[src/core/jtbs_pkg.sv]
package jtbs_pkg;

  // ==========================================================
  // tap controller states
  typedef enum logic [3:0] {
    JTBS_TLR       = 4'h0,
    JTBS_RTI       = 4'h1,
    JTBS_SEL_DR    = 4'h2,
    JTBS_CAP_DR    = 4'h3,
    JTBS_SHIFT_DR  = 4'h4,
    JTBS_EXIT1_DR  = 4'h5,
    JTBS_PAUSE_DR  = 4'h6,
    JTBS_EXIT2_DR  = 4'h7,
    JTBS_UPD_DR    = 4'h8,
    JTBS_SEL_IR    = 4'h9,
    JTBS_CAP_IR    = 4'ha,
    JTBS_SHIFT_IR  = 4'hb,
    JTBS_EXIT1_IR  = 4'hc,
    JTBS_PAUSE_IR  = 4'hd,
    JTBS_EXIT2_IR  = 4'he,
    JTBS_UPD_IR    = 4'hf
  } jtbs_tap_state_e;

  // ==========================================================
  // instruction codes
  localparam int IR_LEN = 3;
  localparam logic [2:0] INSN_EXTEST = 3'h0;
  localparam logic [2:0] INSN_SAMPLE = 3'h1;
  localparam logic [2:0] INSN_RSVD_2 = 3'h2;
  localparam logic [2:0] INSN_RSVD_3 = 3'h3;
  localparam logic [2:0] INSN_RSVD_4 = 3'h4;
  localparam logic [2:0] INSN_TRISTATE = 3'h5;
  localparam logic [2:0] INSN_CONTINUITY = 3'h6;
  localparam logic [2:0] INSN_BYPASS = 3'h7;
  localparam logic [2:0] IR_RESET_VALUE = INSN_BYPASS;
  // fixed capture pattern, low two bits 01 as customary
  localparam logic [2:0] IR_CAPTURE_VALUE = 3'h1;
  localparam logic BYPASS_CAPTURE_VALUE = 1'b0;
  localparam logic BYPASS_RESET_VALUE = 1'b0;

  // ==========================================================
  // boundary chain, cell 0 sits next to test data in
  localparam int BSR_LEN = 75;
  localparam int CELL_INT = 0;
  localparam int CELL_AD_OE = 5;
  localparam int CELL_CBE_OE = 14;
  localparam int CELL_FRAME_OE = 26;
  localparam int CELL_IRDY_OE = 28;
  localparam int CELL_TRDY_OE = 30;
  localparam int CELL_DEVSEL_OE = 32;
  localparam int CELL_STOP_OE = 34;
  localparam int CELL_PERR_OE = 36;
  localparam int CELL_PAR_OE = 39;
  localparam int CELL_SERIAL_ROM_OUT = 59;
  localparam int CELL_SERIAL_ROM_IN = 60;
  localparam int CELL_SERIAL_ROM_CLOCK = 61;
  localparam int CELL_SERIAL_ROM_SELECT = 62;
  localparam int CELL_ROM_PORT_DATA_0 = 63;
  localparam int CELL_ROM_PORT_DATA_OE = 69;
  localparam int CELL_ROM_PORT_DATA_6 = 70;
  localparam int CELL_ROM_PORT_CHIP_ENABLE_N = 72;
  localparam int CELL_ROM_PORT_ADDR_LINE_0 = 73;
  localparam int CELL_ROM_PORT_ADDR_LINE_1 = 74;
  localparam logic [BSR_LEN-1:0] BSR_RESET_VALUE = '0;

  // ==========================================================
  // cell kinds
  function automatic logic jtbs_is_enable_cell(input int idx);
    return (idx == CELL_AD_OE) || (idx == CELL_CBE_OE) ||
      (idx == CELL_FRAME_OE) || (idx == CELL_IRDY_OE) ||
      (idx == CELL_TRDY_OE) || (idx == CELL_DEVSEL_OE) ||
      (idx == CELL_STOP_OE) || (idx == CELL_PERR_OE) ||
      (idx == CELL_PAR_OE) || (idx == CELL_ROM_PORT_DATA_OE);
  endfunction

  // interrupt, pci and serial rom pads are the ones that float in tristate mode
  function automatic logic jtbs_is_float_cell(input int idx);
    return idx <= CELL_SERIAL_ROM_SELECT;
  endfunction

endpackage

[src/core/jtbs_sync.sv]
`timescale 1ns/1ps
`default_nettype none
module jtbs_sync #(
  parameter int WIDTH = 1
) (
  input wire logic clock_in,
  input wire logic rst_b_in,
  input wire logic [WIDTH-1:0] async_in,
  output logic [WIDTH-1:0] sync_out
);

  logic [WIDTH-1:0] stage1;

  // ==========================================================
  // two flop synchroniser, stage1 feeds only the second flop
  always_ff @(posedge clock_in) begin
    if (!rst_b_in) begin
      stage1 <= '0;
      sync_out <= '0;
    end else begin
      stage1 <= async_in;
      sync_out <= stage1;
    end
  end

endmodule
`default_nettype wire

[src/core/jtbs_tap_fsm.sv]
`timescale 1ns/1ps
`default_nettype none
module jtbs_tap_fsm (
  input wire logic clock_in,
  input wire logic rst_b_in,
  input wire logic step_in,
  input wire logic tms_in,
  output jtbs_pkg::jtbs_tap_state_e state_out
);

  jtbs_pkg::jtbs_tap_state_e next_state;

  // ==========================================================
  // standard sixteen state walk
  always_comb begin
    next_state = state_out;
    case (state_out)
      jtbs_pkg::JTBS_TLR: begin
        next_state = tms_in ? jtbs_pkg::JTBS_TLR : jtbs_pkg::JTBS_RTI;
      end
      jtbs_pkg::JTBS_RTI: begin
        next_state = tms_in ? jtbs_pkg::JTBS_SEL_DR : jtbs_pkg::JTBS_RTI;
      end
      jtbs_pkg::JTBS_SEL_DR: begin
        next_state = tms_in ? jtbs_pkg::JTBS_SEL_IR :
          jtbs_pkg::JTBS_CAP_DR;
      end
      jtbs_pkg::JTBS_CAP_DR, jtbs_pkg::JTBS_SHIFT_DR,
      jtbs_pkg::JTBS_EXIT2_DR: begin
        next_state = tms_in ? jtbs_pkg::JTBS_EXIT1_DR :
          jtbs_pkg::JTBS_SHIFT_DR;
        if (state_out == jtbs_pkg::JTBS_EXIT2_DR && tms_in) begin
          next_state = jtbs_pkg::JTBS_UPD_DR;
        end
      end
      jtbs_pkg::JTBS_EXIT1_DR: begin
        next_state = tms_in ? jtbs_pkg::JTBS_UPD_DR :
          jtbs_pkg::JTBS_PAUSE_DR;
      end
      jtbs_pkg::JTBS_PAUSE_DR: begin
        next_state = tms_in ? jtbs_pkg::JTBS_EXIT2_DR :
          jtbs_pkg::JTBS_PAUSE_DR;
      end
      jtbs_pkg::JTBS_UPD_DR, jtbs_pkg::JTBS_UPD_IR: begin
        next_state = tms_in ? jtbs_pkg::JTBS_SEL_DR : jtbs_pkg::JTBS_RTI;
      end
      jtbs_pkg::JTBS_SEL_IR: begin
        next_state = tms_in ? jtbs_pkg::JTBS_TLR : jtbs_pkg::JTBS_CAP_IR;
      end
      jtbs_pkg::JTBS_CAP_IR, jtbs_pkg::JTBS_SHIFT_IR,
      jtbs_pkg::JTBS_EXIT2_IR: begin
        next_state = tms_in ? jtbs_pkg::JTBS_EXIT1_IR :
          jtbs_pkg::JTBS_SHIFT_IR;
        if (state_out == jtbs_pkg::JTBS_EXIT2_IR && tms_in) begin
          next_state = jtbs_pkg::JTBS_UPD_IR;
        end
      end
      jtbs_pkg::JTBS_EXIT1_IR: begin
        next_state = tms_in ? jtbs_pkg::JTBS_UPD_IR :
          jtbs_pkg::JTBS_PAUSE_IR;
      end
      jtbs_pkg::JTBS_PAUSE_IR: begin
        next_state = tms_in ? jtbs_pkg::JTBS_EXIT2_IR :
          jtbs_pkg::JTBS_PAUSE_IR;
      end
      default: begin
        next_state = jtbs_pkg::JTBS_TLR;
      end
    endcase
  end

  // advance only on a test clock rising edge
  always_ff @(posedge clock_in) begin
    if (!rst_b_in) begin
      state_out <= jtbs_pkg::JTBS_TLR;
    end else if (step_in) begin
      state_out <= next_state;
    end
  end

endmodule
`default_nettype wire

[src/core/jtbs_top.sv]
// Overview of operation
// - full standard tap state machine stepped by tms on test clock.
// - three bit instruction register shifted between tdi and tdo.
// - code 000 drives boundary update data onto the output pins.
// - code 001 preloads cells and samples pins without disturbing system.
// - code 110 selects production continuity test mode.
// - code 111 places bypass register alone between tdi and tdo.
// - power-up reset loads bypass instruction with no controller action.
// - bypass register is one stage, used when no other register selected.
// - in external test every cell drives its own pin; enable cells gate no outputs.
// - chain runs interrupt, pci control, pci bus, serial rom, rom port.
// - rom port data enable between bits 5 and 6, chip enable before addr.
`timescale 1ns/1ps
`default_nettype none
module jtbs_top (
  input wire logic clock_in,
  input wire logic rst_b_in,
  input wire logic tck_in,
  input wire logic tms_in,
  input wire logic tdi_in,
  output logic tdo_out,
  output logic tdo_oe_n_out,
  input wire logic [jtbs_pkg::BSR_LEN-1:0] core_out_in,
  input wire logic [jtbs_pkg::BSR_LEN-1:0] pin_in,
  output logic [jtbs_pkg::BSR_LEN-1:0] pin_out,
  output logic [jtbs_pkg::BSR_LEN-1:0] pad_hiz_out,
  output logic extest_active_out,
  output logic continuity_mode_out,
  output logic [2:0] test_instruction_out,
  output logic [3:0] tap_state_out
);

  localparam int SYNC_W = jtbs_pkg::BSR_LEN + 3;

  // ==========================================================
  // input synchronisation
  logic [SYNC_W-1:0] sync_q;
  logic tck_s;
  logic tms_s;
  logic tdi_s;
  logic [jtbs_pkg::BSR_LEN-1:0] pin_s;

  jtbs_sync #(
    .WIDTH(SYNC_W)
  ) u_sync (
    .clock_in(clock_in),
    .rst_b_in(rst_b_in),
    .async_in({pin_in, tdi_in, tms_in, tck_in}),
    .sync_out(sync_q)
  );

  assign tck_s = sync_q[0];
  assign tms_s = sync_q[1];
  assign tdi_s = sync_q[2];
  assign pin_s = sync_q[SYNC_W-1:3];

  // ==========================================================
  // test clock edge detection
  logic tck_prev;
  logic tck_rise;
  logic tck_fall;

  always_ff @(posedge clock_in) begin
    if (!rst_b_in) begin
      tck_prev <= 1'b0;
    end else begin
      tck_prev <= tck_s;
    end
  end

  assign tck_rise = tck_s & ~tck_prev;
  assign tck_fall = ~tck_s & tck_prev;

  // ==========================================================
  // tap controller
  jtbs_pkg::jtbs_tap_state_e tap_state;

  jtbs_tap_fsm u_fsm (
    .clock_in(clock_in),
    .rst_b_in(rst_b_in),
    .step_in(tck_rise),
    .tms_in(tms_s),
    .state_out(tap_state)
  );

  assign tap_state_out = tap_state;

  logic in_tlr;
  logic in_cap_dr;
  logic in_shift_dr;
  logic in_upd_dr;
  logic in_cap_ir;
  logic in_shift_ir;
  logic in_upd_ir;

  assign in_tlr = (tap_state == jtbs_pkg::JTBS_TLR);
  assign in_cap_dr = (tap_state == jtbs_pkg::JTBS_CAP_DR);
  assign in_shift_dr = (tap_state == jtbs_pkg::JTBS_SHIFT_DR);
  assign in_upd_dr = (tap_state == jtbs_pkg::JTBS_UPD_DR);
  assign in_cap_ir = (tap_state == jtbs_pkg::JTBS_CAP_IR);
  assign in_shift_ir = (tap_state == jtbs_pkg::JTBS_SHIFT_IR);
  assign in_upd_ir = (tap_state == jtbs_pkg::JTBS_UPD_IR);

  // ==========================================================
  // instruction register
  logic [2:0] ir_shift;
  logic [2:0] test_instruction_reg;

  always_ff @(posedge clock_in) begin
    if (!rst_b_in) begin
      ir_shift <= jtbs_pkg::IR_RESET_VALUE;
    end else if (tck_rise && in_cap_ir) begin
      ir_shift <= jtbs_pkg::IR_CAPTURE_VALUE;
    end else if (tck_rise && in_shift_ir) begin
      ir_shift <= {tdi_s, ir_shift[2:1]};
    end
  end

  always_ff @(posedge clock_in) begin
    if (!rst_b_in) begin
      test_instruction_reg <= jtbs_pkg::IR_RESET_VALUE;
    end else if (in_tlr) begin
      test_instruction_reg <= jtbs_pkg::IR_RESET_VALUE;
    end else if (tck_fall && in_upd_ir) begin
      test_instruction_reg <= ir_shift;
    end
  end

  assign test_instruction_out = test_instruction_reg;

  // ==========================================================
  // instruction decode
  logic sel_bsr;
  logic next_extest;
  logic next_tristate;
  logic next_continuity;

  always_comb begin
    sel_bsr = 1'b0;
    next_extest = 1'b0;
    next_tristate = 1'b0;
    next_continuity = 1'b0;
    case (test_instruction_reg)
      jtbs_pkg::INSN_EXTEST: begin
        sel_bsr = 1'b1;
        next_extest = 1'b1;
      end
      jtbs_pkg::INSN_SAMPLE: begin
        sel_bsr = 1'b1;
      end
      jtbs_pkg::INSN_TRISTATE: begin
        next_tristate = 1'b1;
      end
      jtbs_pkg::INSN_CONTINUITY: begin
        next_continuity = 1'b1;
      end
      jtbs_pkg::INSN_BYPASS: begin
        sel_bsr = 1'b0;
      end
      default: begin
        sel_bsr = 1'b0;
      end
    endcase
  end

  // ==========================================================
  // mode flags, held in flip-flops one clock behind the instruction
  logic mode_extest;
  logic mode_tristate;
  logic mode_continuity;

  always_ff @(posedge clock_in) begin
    if (!rst_b_in) begin
      mode_extest <= 1'b0;
    end else begin
      mode_extest <= next_extest;
    end
  end

  always_ff @(posedge clock_in) begin
    if (!rst_b_in) begin
      mode_tristate <= 1'b0;
    end else begin
      mode_tristate <= next_tristate;
    end
  end

  always_ff @(posedge clock_in) begin
    if (!rst_b_in) begin
      mode_continuity <= 1'b0;
    end else begin
      mode_continuity <= next_continuity;
    end
  end

  assign extest_active_out = mode_extest;
  assign continuity_mode_out = mode_continuity;

  // ==========================================================
  // bypass register
  logic bypass_reg;

  always_ff @(posedge clock_in) begin
    if (!rst_b_in) begin
      bypass_reg <= jtbs_pkg::BYPASS_RESET_VALUE;
    end else if (tck_rise && in_cap_dr && !sel_bsr) begin
      bypass_reg <= jtbs_pkg::BYPASS_CAPTURE_VALUE;
    end else if (tck_rise && in_shift_dr && !sel_bsr) begin
      bypass_reg <= tdi_s;
    end
  end

  // ==========================================================
  // boundary scan register
  logic [jtbs_pkg::BSR_LEN-1:0] bsr_shift;
  logic [jtbs_pkg::BSR_LEN-1:0] bsr_update;

  // cell 0 nearest tdi, last cell feeds tdo
  always_ff @(posedge clock_in) begin
    if (!rst_b_in) begin
      bsr_shift <= jtbs_pkg::BSR_RESET_VALUE;
    end else if (tck_rise && in_cap_dr && sel_bsr) begin
      bsr_shift <= pin_s;
    end else if (tck_rise && in_shift_dr && sel_bsr) begin
      bsr_shift <= {bsr_shift[jtbs_pkg::BSR_LEN-2:0], tdi_s};
    end
  end

  // preload holds until another instruction uses it
  always_ff @(posedge clock_in) begin
    if (!rst_b_in) begin
      bsr_update <= jtbs_pkg::BSR_RESET_VALUE;
    end else if (tck_fall && in_upd_dr && sel_bsr) begin
      bsr_update <= bsr_shift;
    end
  end

  // ==========================================================
  // test data out
  logic tdo_next;

  always_comb begin
    tdo_next = bypass_reg;
    if (in_shift_ir) begin
      tdo_next = ir_shift[0];
    end else if (sel_bsr) begin
      tdo_next = bsr_shift[jtbs_pkg::BSR_LEN-1];
    end
  end

  always_ff @(posedge clock_in) begin
    if (!rst_b_in) begin
      tdo_out <= 1'b0;
    end else if (tck_fall) begin
      tdo_out <= tdo_next;
    end
  end

  always_ff @(posedge clock_in) begin
    if (!rst_b_in) begin
      tdo_oe_n_out <= 1'b1;
    end else if (tck_fall) begin
      tdo_oe_n_out <= ~(in_shift_dr | in_shift_ir);
    end
  end

  // ==========================================================
  // pad ring multiplexers
  genvar gi;
  generate
    for (gi = 0; gi < jtbs_pkg::BSR_LEN; gi++) begin : g_cell
      localparam logic IS_FLOAT = jtbs_pkg::jtbs_is_float_cell(gi);

      // enable and data cells drive pins in external test
      // otherwise the functional value passes untouched
      assign pin_out[gi] = mode_extest ? bsr_update[gi] : core_out_in[gi];

      if (IS_FLOAT) begin : g_float
        assign pad_hiz_out[gi] = mode_tristate;
      end else begin : g_keep
        assign pad_hiz_out[gi] = 1'b0;
      end
    end
  endgenerate

endmodule
`default_nettype wire

[config.mk]
export PLATFORM = sky130hd
export DESIGN_NAME = jtbs_top
export DESIGN_NICKNAME = d
export VERILOG_FILES = /design/src/core/jtbs_pkg.sv /design/src/core/jtbs_sync.sv /design/src/core/jtbs_tap_fsm.sv /design/src/core/jtbs_top.sv
export SDC_FILE = /design/constraint.sdc
export NUM_CORES = 1
export LEC_CHECK = 0
export BUFFER_PORTS_ARGS = -buffer_cell sky130_fd_sc_hd__clkbuf_2
export CAP_MARGIN = 40
export CORE_MARGIN = 3
export CORE_UTILIZATION = 26
export DETAILED_ROUTE_END_ITERATION = 10
export PLACE_DENSITY = 0.57
export SLEW_MARGIN = 20
export SYNTH_ARGS = -nofsm -noshare
export SYNTH_HDL_FRONTEND = slang
export SYNTH_HIERARCHICAL = 1
export SYNTH_SLANG_ARGS = --single-unit
[constraint.sdc]
create_clock -name clock_in -period 2.3 [get_ports clock_in]
set_input_delay 0.345 -clock clock_in [delete_from_list [all_inputs] [get_ports clock_in]]
set_output_delay 0.345 -clock clock_in [all_outputs]
set_load 0.05 [all_outputs]
# After elaboration in Yosys (flattened, before gate mapping)
# Index checks and enable logic that the tools add are counted.
word_totals:
  mem_bits_rw: 0
  out_inout_bits: 161
  latch_bits: 0
  rom_bits: 0
  ff_bits: 323
  word_cells: 163
  mem_count: 0
classes:
  shift: 0
  reduce_logical: 25
  mul: 0
  n_lt_le_gt_ge: 0
  n_bitwise: 7
  eq_ne: 18
  div_mod_pow: 0
  mux: 98
  add_sub_neg: 0
ops:
  columns: ["op", "count"]
  rows:
  - ["2-to-1 mux 75 bit", 2]
  - ["2-to-1 mux 1 bit", 84]
  - ["one-hot mux 4 bit (10 select lines)", 1]
  - ["== test 4 bit, second input constant", 8]
  - ["2-to-1 mux 4 bit", 5]
  - ["== test 4 x 3 -> 1 bit, second input constant", 4]
  - ["logical AND 1 bit", 13]
  - ["2-to-1 mux 3 bit", 3]
  - ["OR reduction 3 bit", 3]
  - ["== test 4 x 2 -> 1 bit, second input constant", 2]
  - ["OR reduction 2 bit", 4]
  - ["== test 3 bit, second input constant", 2]
  - ["2-to-1 mux 2 bit", 3]
  - ["== test 4 x 1 -> 1 bit, second input constant", 1]
  - ["zero test 4 bit", 1]
  - ["inverter 1 bit", 4]
  - ["nonzero test 2 bit", 2]
  - ["== test 3 x 1 -> 1 bit, second input constant", 1]
  - ["zero test 3 bit", 1]
  - ["bitwise AND 1 bit", 2]
  - ["zero test 1 bit", 1]
  - ["bitwise OR 1 bit", 1]

# Logic depth before layout (Yosys ltp)
logic_depth:
  ltp_word: 6
  depth_mapped: 7
  depth_no_buf: 4

# Cells and area by module
# The synthesis kept the hierarchy.
modules_own_cells:
  columns: ["module", "area_per_inst_um2", "n_inst", "seq_area_each_um2", "cells_each"]
  rows:
  - ["jtbs_top", 8644.5, 1, 3263.1, 1001]
  - ["jtbs_sync", 4284.1, 1, 3123.0, 329]
  - ["jtbs_tap_fsm", 360.3, 1, 80.1, 45]

# Least setup slack after synthesis
# OpenSTA, ideal clock, no wires.
synth_timing:
  path_kind: "register to register"
  startpoint: "register u_fsm.state_out[3]"
  endpoint: "register bsr_update[15] in the netlist's numbering"
  setup_slack_ps: 50
  stages_incl_launch_ff: 7
  required_ps: 2230
  arrival_ps: 2180
  n_path_buf: 3
  period_less_slack_ps: 2250
  path_cell_list: "dfxtp_1 -> clkbuf_1 -> nor4b_1 -> clkbuf_1 -> clkbuf_1 -> nand3_1 -> a21oi_1"
synth_between:
  elab_chain_cells: 3
synth_rtl:
  columns: ["element", "line_no", "text"]
  rows:
  - ["from (decl)", "jtbs_tap_fsm.sv:8", "output jtbs_pkg::jtbs_tap_state_e state_out"]
  - ["from (signal assigned)", "jtbs_tap_fsm.sv:75", "state_out <= jtbs_pkg::JTBS_TLR;"]
  - ["from (signal assigned)", "jtbs_tap_fsm.sv:77", "state_out <= next_state;"]
  - ["== test 4 bit", "jtbs_top.sv:99", "assign in_upd_dr = (tap_state == jtbs_pkg::JTBS_UPD_DR);"]
  - ["logical AND 1 bit (2 in series)", "jtbs_top.sv:233", "end else if (tck_fall && in_upd_dr && sel_bsr) begin"]
  - ["to (signal assigned)", "jtbs_top.sv:232", "bsr_update <= jtbs_pkg::BSR_RESET_VALUE;"]
  - ["to (signal assigned)", "jtbs_top.sv:234", "bsr_update <= bsr_shift;"]
  - ["to (decl)", "jtbs_top.sv:216", "logic [jtbs_pkg::BSR_LEN-1:0] bsr_update;"]
# No other way between the ends.
# A chain may end at the register's enable or synchronous reset.

# Final worst setup path
layout_timing:
  startpoint: "register mode_extest, in the netlist extest_active_out"
  endpoint: "output pin_out[4] in the netlist's numbering"
layout_between:
  elab_chain_cells: 1
layout_rtl:
  columns: ["element", "line_no", "text"]
  rows:
  - ["from (decl)", "jtbs_top.sv:168", "logic mode_extest;"]
  - ["from (signal assigned)", "jtbs_top.sv:176", "mode_extest <= next_extest;"]
  - ["2-to-1 mux 1 bit", "jtbs_top.sv:276", "assign pin_out[gi] = mode_extest ? bsr_update[gi] : core_out_in[gi];"]
  - ["to (decl)", "jtbs_top.sv:25", "output logic [jtbs_pkg::BSR_LEN-1:0] pin_out,"]
# No other way between the ends.

==> flow_metrics.tcl <==
set metrics [dict create \
    outcome "completed" \
    async_flop_share 0 \
    antennaDiodeCount 0 \
    netlist_top_cells_area "dfxtp_1 (49%), and2_1 (7.3%), mux2_2 (6.4%)" \
    synthTopCellsByCount "dfxtp_1 (323), and2_1 (155), nor3_1 (148)" \
    place.gp.congestion 0.793 \
    wl_per_cell_microns 14.9 \
    drc 0 \
    syn_area_sq_um 13300 \
    clk_latency_ps 530 \
    portBuffers 303 \
    core_area_sq_um 50400 \
    path_cells "buf_16 -> mux2_2 -> clkbuf_2" \
    ys_types 56 \
    ys.flop_type "dfxtp_1" \
    firstDrtPassIters 5 \
    drt-initial-drc-count 545 \
    combPwrFrac 0.067 \
    cts_htree_levels 2 \
    p_seq_frac 0.461 \
    synth_edf_count 0 \
    layoutNonFillerInstCount 2287 \
    yosysMostFrequentCell "dfxtp_1" \
    p_sw_frac 0.229 \
    worst_slack_ps 134 \
    critPathArrivalTime_ps 1820 \
    path_max_fanout 45 \
    max_freq_ghz 0.462 \
    tns_ps 0 \
    drtAntennaViolNets 0 \
    place_hpwl_microns 21900 \
    netSwitchingPower_mw 2.86 \
    layout-drive-gt1-share 0.323 \
    yosys.area.top_type "dfxtp_1" \
    drv_cap 0 \
    syn_inst 1375 \
    grt_pass1_vias 9511 \
    initial_utilization 0.264 \
    slowest_stage "dfxtp_4" \
    hp-class "input port to flip-flop" \
    p_clk_frac 0.472 \
    track_usage 0.123 \
    synth_area_per_cell_sq_um 9.66 \
    fin_crit_sh 0.942 \
    yosysTopAreaCellShare 0.487 \
    io-pin-count 316 \
    fp.dieArea_sq_um 53900 \
    hold_violations 0 \
    die_x_microns 232 \
    numCtsBuffers 38 \
    cts_buffer_depth 3 \
    power_density_nw_per_um2 759 \
    dp.cells 2185 \
    yosysWarningCount 6 \
    nets 1746 \
    viasPerCell 4.45 \
    power_mw 12.5 \
    reg_top3 "u_sync/stage1 (78), u_sync/sync_out (78)" \
    clkSinkCount 323 \
    ir_drop_uv 384 \
    yosysSeqAreaShare 0.487 \
    path_class "flip-flop to output pin" \
    antenna_found_initial 1 \
    drv_slew 0 \
    critical_path.endpoint_type "output pin" \
    slew-limit-headroom 0.530 \
    cts-root-buf "clkbuf_16" \
    cp-start-kind "flip-flop" \
    cp_top_family "buffers and inverters" \
    tightest_slew_ps 704 \
    vias 10181 \
    finalSetupViolCount 0 \
    period_needed_ps 2170 \
    ys_seq_elements 323 \
    fill_cells 5157 \
    area_growth_pct 23.9 \
    grt_first_pass_wirelength_microns 53400 \
    required_ps 1960 \
    critPathBufInv 2 \
    p_int_mw 9.64 \
    finClkSkew_ps 21.1 \
    die_h_microns 232 \
    rsz0062_at_grt "no" \
    grt_max_degree 166 \
    finalWirelength_microns 34100 \
    path_clk_slew_ps 60 \
    fp-row-count 82 \
    dp_slack_ps 239 \
    p_leak_nw 6.11 \
    max_stage_delay_ps 410 \
    tritoncts "yes" \
    overflow 0 \
]
[metrics by stage]
stage          hold slack (ps)   util  area, sq um
6_report                  30.0  0.327        16500
4_1_cts                 0.0385  0.326        16400
3_3_place_gp               415  0.294        14800
5_1_grt                   4.77  0.327        16500
2_1_floorplan              406      -        13300
3_5_place_dp               418  0.294        14800
[final cells by class]
| class | count | area (sq um) | share of cell area |
|---|---|---|---|
| Clock inverter | 13 | 124 | 0.00753 |
| Multi-Input combinational cell | 790 | 5400 | 0.328 |
| Tap cell | 672 | 841 | 0.0511 |
| Clock buffer | 51 | 1110 | 0.0676 |
| Inverter | 72 | 275 | 0.0167 |
| Timing Repair Buffer | 366 | 2240 | 0.136 |
| Sequential cell | 323 | 6470 | 0.393 |
[repair_timing]
action	4_1_cts	5_1_grt
buffers inserted	1	0
gates resized for setup	2	0
endpoints found under the hold margin	36	0
setup endpoints to repair	66	0
hold buffers	36	0
[layer usage]
metal | global-route usage | vias up | wire length [microns]
li1 | - | 5147 | -
met1 | 0.172 | 4733 | 16100
met2 | 0.194 | 264 | 15700
met3 | 0.0226 | 37 | 1640
met4 | 0.0352 | 0 | 621
met5 | 0 | - | 0
[kinds of logic (layout without fill, tap and decap cells)]
logic type | count (synthesis) | in the layout | synth area share
buffers and inverters | 273 | 502 | 0.114
XOR/XNOR | 1 | 1 | 0.000659
multiplexers | 75 | 75 | 0.0636
AND/OR/NAND/NOR | 442 | 442 | 0.189
other | 1 | 12 | 0.000282
flip-flops | 323 | 323 | 0.487
AO/OA/AOI/OAI | 260 | 260 | 0.146
[power by group through the flow]
stage               logic [mW]  clock network [mW]  registers [mW]
floorplan                0.577                   0            5.88
global placement         0.796                   0            5.88
detailed placement       0.802                   0            5.88
CTS                      0.851                6.10            5.76
global route             0.905                6.32            5.77
finish                   0.842                5.90            5.76
[cell usage in the layout (no fill, tap or decap), types with 4 or more instances in the layout]
cell | Yosys | routed
clkbuf_8 | 0 | 7
clkbuf_16 | 0 | 40
clkinv_2 | 0 | 8
a2111oi_1 | 32 | 32
and2_1 | 155 | 155
nand4_1 | 4 | 4
clkbuf_1 | 83 | 4
o21ai_1 | 56 | 56
buf_4 | 78 | 16
nor2b_1 | 6 | 6
inv_1 | 71 | 71
a311oi_1 | 6 | 6
o21ai_0 | 30 | 30
nand3_1 | 90 | 90
conb_1 | 1 | 12
dfxtp_1 | 323 | 321
a21oi_1 | 80 | 80
nand2_1 | 7 | 7
a2111oi_2 | 39 | 39
nor3_1 | 148 | 148
buf_12 | 0 | 9
dlygate4sd3_1 | 0 | 36
mux2_2 | 75 | 75
clkbuf_2 | 0 | 302
or4b_4 | 0 | 4
[final timing paths]
check                                       start                   to  slack, ps  cells past startpoint
worst min-delay path                   pin_in[71]    u_sync/stage1[74]         30                      2
worst max-delay path            extest_active_out           pin_out[4]        130                      3
worst max register to register           tck_prev        bsr_shift[36]        210                      4
worst min register to register  u_sync/stage1[37]  u_sync/sync_out[37]        430                      1
Note: power is estimated with default switching activity, not from simulation.
